File: config.mk
export PLATFORM = sky130hd
export DESIGN_NAME = timer_irq_flag_mask
export DESIGN_NICKNAME = d
export VERILOG_FILES = /design/src/hdl/timer_irq_pkg.sv /design/src/hdl/timer_irq_flag_mask.sv
export SDC_FILE = /design/constraint.sdc
export NUM_CORES = 1
export LEC_CHECK = 0
export BUFFER_PORTS_ARGS = -buffer_cell sky130_fd_sc_hd__clkbuf_2
export CAP_MARGIN = 10
export CELL_PAD_IN_SITES_DETAIL_PLACEMENT = 1
export CELL_PAD_IN_SITES_GLOBAL_PLACEMENT = 1
export CORE_AREA = 2 2 108 89
export CTS_BUF_LIST = sky130_fd_sc_hd__clkbuf_4 sky130_fd_sc_hd__clkbuf_8
export DETAILED_ROUTE_END_ITERATION = 7
export DIE_AREA = 0 0 110 91
export PLACE_DENSITY_LB_ADDON = 0.1
export SYNTH_ARGS = -nofsm -noshare
export SYNTH_HDL_FRONTEND = slang
export SYNTH_SLANG_ARGS = --single-unit
File: constraint.sdc
create_clock -name ref_clk_i -period 3 [get_ports ref_clk_i]
set_clock_uncertainty 0.15 [all_clocks]
set_input_delay 0.3 -clock ref_clk_i [delete_from_list [all_inputs] [get_ports ref_clk_i]]
set_output_delay 0.3 -clock ref_clk_i [all_outputs]
set_load 0.05 [all_outputs]
File: src/hdl/timer_irq_pkg.sv
// Constants for the timer interrupt flag and mask block
// How it works
// RQ1 - Enabled extended flag with global enable raises its timer interrupt request.
// RQ2 - Extended enable bits: t3 capture 5, A 4, B 3, ovf 2, C 1, t1 C 0.
// RQ3 - Software writes zeros to extended enable bits 7:6.
// RQ4 - In legacy compatibility mode the extended enable register is not reachable.
// RQ5 - Shared flags: t1 capture 5, A 4, B 3, overflow 2; reset to zero.
// RQ6 - First timer capture flag sets on a capture event at its pin.
// RQ7 - Third timer capture flag sets on a capture event at its pin.
// RQ8 - With capture register as ceiling, capture flag sets when counter reaches it.
// RQ9 - Capture flag clears on vector execution or software writing one.
// RQ10 - Compare A/B flags set the timer clock cycle after counter equals compare.
// RQ11 - Forced compare strobes never set compare flags.
// RQ12 - Compare flags clear on vector execution or software writing one.
// RQ13 - Overflow flag set on overflow in normal/clear-on-match; else per mode.
// RQ14 - First timer overflow flag clears on vector or software writing one.
// RQ15 - Extended flags: t3 capture 5, compare A 4, compare B 3.
// RQ16 - Software writes zeros to extended flag bits 7:6.
// RQ17 - Extended flags: t3 overflow 2, t3 compare C 1, t1 compare C 0.
// RQ18 - Writing zero leaves flags; request only when flag, enable, global set.
package timer_irq_pkg;
    localparam int         DATA_W        = 32;
    localparam int         ADDR_W        = 8;
    localparam int         REG_W         = 8;
    localparam int         NSRC          = 6;
    // Register byte addresses
    localparam logic [7:0] ADDR_T_EN     = 8'h00;
    localparam logic [7:0] ADDR_T_FLAGS  = 8'h04;
    localparam logic [7:0] ADDR_X_EN     = 8'h08;
    localparam logic [7:0] ADDR_X_FLAGS  = 8'h0C;
    localparam logic [7:0] ADDR_CTRL     = 8'h10;
    // Bit positions, shared by enable and flag registers; B_GIE and B_LEGACY are control register bits
    localparam int         B_CAP         = 5;
    localparam int         B_CMP_A       = 4;
    localparam int         B_CMP_B       = 3;
    localparam int         B_OVF         = 2;
    localparam int         B_T3_CMP_C    = 1;
    localparam int         B_T1_CMP_C    = 0;
    localparam int         B_GIE         = 0;
    localparam int         B_LEGACY      = 1;
    localparam logic [5:0] SRC_RESET     = 6'h00;
    // Only capture, compare A/B and overflow of the first timer live in the shared register
    localparam logic [5:0] T1_FLAG_MASK  = 6'h3C;
    localparam logic [1:0] RESP_OKAY     = 2'b00;
    localparam logic [1:0] RESP_SLVERR   = 2'b10;
    localparam logic [31:0] ZERO_WORD    = 32'h0000_0000;
endpackage

File: src/hdl/timer_irq_flag_mask.sv
// Timer interrupt flags, masks and AXI4-Lite register slave
`timescale 1ns/10ps
module timer_irq_flag_mask
    import timer_irq_pkg::*;
(
    // Clock and reset
    input  wire logic                          ref_clk_i,
    input  wire logic                          nrst_i,
    input  wire logic                          clk_en_i,
    // AXI4-Lite write address, data and response
    input  wire logic [timer_irq_pkg::ADDR_W-1:0] awaddr_i,
    input  wire logic                          awvalid_i,
    output logic                               awready_o,
    input  wire logic [timer_irq_pkg::DATA_W-1:0] wdata_i,
    input  wire logic [3:0]                    wstrb_i,
    input  wire logic                          wvalid_i,
    output logic                               wready_o,
    output logic [1:0]                         bresp_o,
    output logic                               bvalid_o,
    input  wire logic                          bready_i,
    // AXI4-Lite read
    input  wire logic [timer_irq_pkg::ADDR_W-1:0] araddr_i,
    input  wire logic                          arvalid_i,
    output logic                               arready_o,
    output logic [timer_irq_pkg::DATA_W-1:0]   rdata_o,
    output logic [1:0]                         rresp_o,
    output logic                               rvalid_o,
    input  wire logic                          rready_i,
    // Timer events, one-cycle pulses per timer clock tick; t1_top_is_capture_i and t3_top_is_capture_i are mode levels
    input  wire logic                          t1_capture_pin_evt_i,
    input  wire logic                          t3_capture_pin_evt_i,
    input  wire logic                          t1_top_is_capture_i,
    input  wire logic                          t3_top_is_capture_i,
    input  wire logic                          t1_reach_top_i,
    input  wire logic                          t3_reach_top_i,
    input  wire logic [2:0]                    t1_cmp_equal_i,
    input  wire logic [2:0]                    t3_cmp_equal_i,
    input  wire logic                          t1_overflow_evt_i,
    input  wire logic                          t3_overflow_evt_i,
    // Vector execution acknowledges
    input  wire logic [5:0]                    t1_vector_ack_i,
    input  wire logic [5:0]                    t3_vector_ack_i,
    // Requests to the core
    output logic [5:0]                         t1_irq_req_o,
    output logic [5:0]                         t3_irq_req_o,
    output logic                               irq_o
);
    // --------------------------------------------------------------
    // State
    // --------------------------------------------------------------
    typedef struct packed {
        logic [5:0]             t1_en;
        logic [5:0]             x_en;
        logic [5:0]             t1_flags;
        logic [5:0]             x_flags;
        logic                   gie;
        logic                   legacy;
        logic                   aw_held;
        logic [ADDR_W-1:0]      aw_addr;
        logic                   w_held;
        logic [DATA_W-1:0]      w_data;
        logic [3:0]             w_strb;
        logic                   bvalid;
        logic [1:0]             bresp;
        logic                   rvalid;
        logic [1:0]             rresp;
        logic [DATA_W-1:0]      rdata;
    } state_s;

    state_s st;
    state_s next_st;

    // Address decode; extended enable vanishes in legacy mode
    function automatic logic mapped(input logic [ADDR_W-1:0] a, input logic legacy);
        mapped = (a == ADDR_T_EN) || (a == ADDR_T_FLAGS) || (a == ADDR_X_FLAGS) ||
                 (a == ADDR_CTRL) || ((a == ADDR_X_EN) && !legacy); // RQ4
    endfunction

    // Flag update: set beats every clear
    function automatic logic [5:0] upd(input logic [5:0] f, input logic [5:0] set,
                                       input logic [5:0] clr);
        upd = (f & ~clr) | set; // RQ18
    endfunction

    logic [5:0] t1_set;
    logic [5:0] x_set;
    logic       do_wr;
    logic [5:0] w1c_t1;
    logic [5:0] w1c_x;
    logic       wr_ok;

    // --------------------------------------------------------------
    // Event decode
    // --------------------------------------------------------------
    always_comb
    begin
        t1_set = SRC_RESET;
        x_set  = SRC_RESET;
        // Capture pin ignored when capture register is top
        t1_set[B_CAP] = t1_top_is_capture_i ? t1_reach_top_i : t1_capture_pin_evt_i; // RQ6 RQ8
        x_set[B_CAP]  = t3_top_is_capture_i ? t3_reach_top_i : t3_capture_pin_evt_i; // RQ7 RQ8
        // Equality pulses come from the timer, never forced strobes
        t1_set[B_CMP_A] = t1_cmp_equal_i[0]; // RQ10 RQ11
        t1_set[B_CMP_B] = t1_cmp_equal_i[1]; // RQ10 RQ11
        t1_set[B_OVF]   = t1_overflow_evt_i; // RQ13
        x_set[B_CMP_A]      = t3_cmp_equal_i[0]; // RQ10 RQ11
        x_set[B_CMP_B]      = t3_cmp_equal_i[1]; // RQ10 RQ11
        x_set[B_OVF]        = t3_overflow_evt_i; // RQ17
        x_set[B_T3_CMP_C]   = t3_cmp_equal_i[2]; // RQ17
        x_set[B_T1_CMP_C]   = t1_cmp_equal_i[2]; // RQ17
    end

    // --------------------------------------------------------------
    // Next state
    // --------------------------------------------------------------
    always_comb
    begin
        next_st = st;
        do_wr   = st.aw_held && st.w_held && !st.bvalid;
        wr_ok   = mapped(st.aw_addr, st.legacy);
        w1c_t1  = SRC_RESET;
        w1c_x   = SRC_RESET;

        if (awvalid_i && !st.aw_held)
        begin
            next_st.aw_held = 1'b1;
            next_st.aw_addr = awaddr_i;
        end
        if (wvalid_i && !st.w_held)
        begin
            next_st.w_held = 1'b1;
            next_st.w_data = wdata_i;
            next_st.w_strb = wstrb_i;
        end

        if (do_wr)
        begin
            next_st.aw_held = 1'b0;
            next_st.w_held  = 1'b0;
            next_st.bvalid  = 1'b1;
            next_st.bresp   = wr_ok ? RESP_OKAY : RESP_SLVERR;
            if (wr_ok && st.w_strb[0])
            begin
                unique case (st.aw_addr)
                    ADDR_T_EN:    next_st.t1_en = st.w_data[5:0];
                    ADDR_X_EN:    next_st.x_en  = st.w_data[5:0]; // RQ2 RQ3
                    ADDR_T_FLAGS: w1c_t1 = st.w_data[5:0]; // RQ9 RQ12 RQ14
                    ADDR_X_FLAGS: w1c_x  = st.w_data[5:0]; // RQ9 RQ12 RQ16
                    ADDR_CTRL:
                    begin
                        next_st.gie    = st.w_data[B_GIE];
                        next_st.legacy = st.w_data[B_LEGACY];
                    end
                    default:      next_st.bresp = RESP_SLVERR;
                endcase
            end
        end
        if (st.bvalid && bready_i)
        begin
            next_st.bvalid = 1'b0;
        end

        // Reads: extended enable gone in legacy mode
        if (arvalid_i && !st.rvalid)
        begin
            next_st.rvalid = 1'b1;
            next_st.rresp  = mapped(araddr_i, st.legacy) ? RESP_OKAY : RESP_SLVERR; // RQ4
            next_st.rdata  = ZERO_WORD;
            unique case (araddr_i)
                ADDR_T_EN:    next_st.rdata[5:0] = st.t1_en;
                ADDR_X_EN:    next_st.rdata[5:0] = st.legacy ? SRC_RESET : st.x_en; // RQ4
                ADDR_T_FLAGS: next_st.rdata[5:0] = st.t1_flags; // RQ5
                ADDR_X_FLAGS: next_st.rdata[5:0] = st.x_flags; // RQ15 RQ17
                ADDR_CTRL:
                begin
                    next_st.rdata[B_GIE]    = st.gie;
                    next_st.rdata[B_LEGACY] = st.legacy;
                end
                default:      next_st.rdata = ZERO_WORD;
            endcase
        end
        else if (st.rvalid && rready_i)
        begin
            next_st.rvalid = 1'b0;
        end

        // Only the shared register's first-timer bits live here
        next_st.t1_flags = upd(st.t1_flags, t1_set & T1_FLAG_MASK,
                               (w1c_t1 | t1_vector_ack_i) & T1_FLAG_MASK); // RQ5 RQ9 RQ12 RQ14
        next_st.x_flags  = upd(st.x_flags, x_set, w1c_x | t3_vector_ack_i); // RQ9 RQ12 RQ17
    end

    // --------------------------------------------------------------
    // Registers
    // --------------------------------------------------------------
    always_ff @(posedge ref_clk_i)
    begin
        if (!nrst_i)
        begin
            st <= '0;
        end
        else if (clk_en_i)
        begin
            st <= next_st;
        end
    end

    // --------------------------------------------------------------
    // Outputs
    // --------------------------------------------------------------
    assign awready_o    = !st.aw_held;
    assign wready_o     = !st.w_held;
    assign bvalid_o     = st.bvalid;
    assign bresp_o      = st.bresp;
    assign arready_o    = !st.rvalid;
    assign rvalid_o     = st.rvalid;
    assign rresp_o      = st.rresp;
    assign rdata_o      = st.rdata;
    assign t1_irq_req_o = st.gie ? (st.t1_flags & st.t1_en) : SRC_RESET; // RQ18
    assign t3_irq_req_o = st.gie ? (st.x_flags & st.x_en) : SRC_RESET; // RQ1 RQ18
    assign irq_o        = |t1_irq_req_o || |t3_irq_req_o;

endmodule // timer_irq_flag_mask

==> qor.csv <==
stage;metric;value;unit
grt;initial antenna violation count;0;
cts;H-Tree Depth;2;
sta;worst hold slack;0.0707;ns
setup_path;critical path, cell by cell;and3_1 > nor4_1 > nand4_1 > clkbuf_2;
setup_path;CP max-delay cell;dfxtp_1;
cts;Num CTS Buffers;5;
cts;CTS Sinks;51;
routing;vias per cell;4.60;
cells_and_area;Non-Filler Instances;490;
cts;clock buffer depth;2;
cts;setup bufs post-CTS;0;
cts;Clock Latency Late Sink;0.31;ns
cts;hold_buf cts;0;
routing;via count;2256;
routing;Residual DRC;0;
run;MaxCap Viol Count;0;
setup_path;CP endpoint kind;primary output;
sta;fin. max-slew vios;0;
synthesis;register area share after synthesis;37.8;%
grt;GR Util All Layers;15.2;%
synthesis;Avg Inst Size Synth;8.75;um2
cells_and_area;layout cell share with drive strength beyond 1;26.4;%
synthesis;Yosys reg bits;51;
sta;crit share post-route;70.4;%
grt;grt total ovfl;0;
sta;RSZ-0062 raised after global routing;no;
run_status;status;finished, final reports clean;
routing;Post-Route WL;7.42;mm
cts;CTS tree;built;
floorplan;I/O Pins;140;
floorplan;die height;91;um
setup_path;Reg2Reg Launch Point;st[82];
placed_design;RePlAce Congestion;0.735;
cts;clk slew on worst S/H paths;0.09;ns
setup_path;Worst Path Max Fanout;12;
grt;vias in the first global route;2284;
routing;post-DR wirelength/cell;15.1;um
synthesis;top cell type's share of synthesized area;37.8;%
cells_and_area;fin nets;460;
setup_path;reg2reg end;st[108];
power_and_ir_drop;PD cells;456;mW/mm2
synthesis;ys async rst share;0;%
power_and_ir_drop;P_leak;1.50;nW
synthesis;leading post-synthesis cells by cell area;dfxtp_1 (38%), mux2i_1 (12%), buf_4 (11%), nand2_1 (4.6%), a21oi_1 (3.7%);
synthesis;Cells after Synth;309;
sta;worst slew pin tran;0.663;ns
min_path;Hold Path Depth;3;
setup_path;CP startpoint kind;flop;
floorplan;row count;31;
cts;CTS-repair resized insts;0;
placed_design;placed cell areas;0.00303;mm2
routing;DRT antenna net count;0;
setup_path;FF-to-FF path depth;4;
power_and_ir_drop;Max VDD drop;0.192;mV
power_and_ir_drop;NetSw;442;uW
sta;maximum clock rate;474;MHz
routing;starting DRC count in detailed routing;58;
power_and_ir_drop;switching share of power;30.9;%
routing;Pre-antenna DRT Iters;4;
placed_design;post-placement cell count;482;
synthesis;Synth Flop Type;dfxtp_1;
sta;fin crit period;2.11;ns
setup_path;crit path launch;st[85];
power_and_ir_drop;internal power;987;uW
setup_path;CP max stage delay;0.43;ns
grt;largest net degree at the start of global routing;38;
power_and_ir_drop;Comb pwr share;17.8;%
floorplan;Core Region;0.00888;mm2
sta;Hold Vio Cnt, Final;0;
setup_path;setup slack, reg-to-reg;0.91;ns
synthesis;Synth cell types;42;
grt;first-pass GRT wire length;11.8;mm
cts;root buf cell;clkbuf_8;
cells_and_area;Syn-to-layout area delta;15.9;%
floorplan;Die W;110;um
synthesis;Synth area leader;dfxtp_1;
synthesis;Post-Syn Area;0.00270;mm2
setup_path;crit path to;irq_o;
floorplan;starting density of the core;30.4;%
sta;Final Setup Violations;0;
sta;setup TNS;0;ns
min_path;Hold Path Class;primary input to flop;
cells_and_area;antenna fix cells;0;
cells_and_area;Final Cell Area;0.00313;mm2
synthesis;Yosys warning total;0;
placed_design;HPWL Detailed;5.87;mm
floorplan;full die area;0.0100;mm2
power_and_ir_drop;Clk pwr share;31.5;%
setup_path;crit path DAT;1.66;ns
power_and_ir_drop;Sequential Power Share;50.8;%
setup_path;Setup CP Type;flop to primary output;
setup_path;Worst Path Required;2.55;ns
synthesis;number of synthesized flops with an enable pin;0;
sta;Max-slew headroom;55.8;%
placed_design;I/O Buffers;78;
[cell type report]
class | instances | area [um2]
clock inverter | 1 | 7.51
timing repair buffer | 81 | 413
tap | 115 | 144
inverter | 12 | 45.0
multi-input combinational | 223 | 1410
fill | 1112 | 5750
clock buffer | 7 | 96.3
sequential | 51 | 1020
[routing by layer]
metal / track usage, % / vias up / wire (um)
met5: 0 / - / 0
met4: 3.16 / 0 / 66
met3: 3.09 / 8 / 430
met2: 23.3 / 62 / 3300
met1: 21.9 / 1059 / 3620
li1: - / 1127 / -
[synth_stat cells (all sizes together), types with 3 or more instances]
cell type and count:
buf 41, or3 3, mux4 4, a21oi 20
nor2b 8, inv 12, nand3 8, mux2i 32
a211o 6, dfxtp 51, nor2 23, or4 5
nand2 33, clkbuf 11, and3 11, a211oi 3
nand2b 5, o21ai 7
[registers in the layout, summed over array words and instances, names as in the netlist]
register  flops
rdata_o       6
rresp_o       1
bresp_o       1
st           41
bvalid_o      1
rvalid_o      1
[worst min-delay path by stage]
stage,startpoint,endpoint,slack (ns)
4_1_cts,awaddr_i[3],st[78],0.06
2_1_floorplan,bresp_o[1],bresp_o[1],0.28
3_5_place_dp,bresp_o[1],bresp_o[1],0.30
6_report,awaddr_i[0],st[75],0.07
5_1_grt,awaddr_i[0],st[75],0.08
3_3_place_gp,rdata_o[5],rdata_o[5],0.30
[kinds of logic after synthesis]
family | synth area share [%]
flip-flops | 37.8
multiplexers | 15.6
buffers and inverters | 14.3
AO/OA/AOI/OAI | 10.5
AND/OR/NAND/NOR | 21.8
other | 0.139
[power by group through the flow]
stage,sequential [mW],clock (mW),combinational [mW]
after floorplan,0.735,0,0.220
after CTS,0.726,0.464,0.258
after global routing,0.730,0.493,0.277
after detailed placement,0.742,0,0.257
final,0.725,0.449,0.254
after global placement,0.740,0,0.253
[worst max-delay path, delay by kind of cell, from the launching register on]
| family | cells | cell delay (ns) |
|---|---|---|
| simple gates | 3 | 0.67 |
| flops | 1 | 0.43 |
| buf+inv | 1 | 0.25 |
[per-stage QoR]
| stage | setup WS, ns | total power [mW] | utilization (%) |
|---|---|---|---|
| 5_1_grt | 0.718 | 1.50 | 35.3 |
| 6_report | 0.889 | 1.43 | 35.3 |
| 3_5_place_dp | 0.859 | 0.999 | 34.1 |
| 4_1_cts | 0.847 | 1.45 | 35.3 |
| 2_1_floorplan | 0.943 | 0.956 | - |
| 3_3_place_gp | 0.885 | 0.994 | 34.1 |
[placed cells by master (no fill, tap or decap), types with 4 or more instances in the layout]
cell type	n
conb_1	30
nand3_1	8
a21oi_1	20
o21ai_1	6
nand2b_1	5
nor2_1	23
mux2i_1	32
dfxtp_1	51
inv_1	11
mux4_2	4
nand2_1	33
clkbuf_8	7
and3_1	11
clkbuf_2	78
a211o_1	6
nor2b_1	8
No activity file was read; power rests on OpenSTA's default activity.
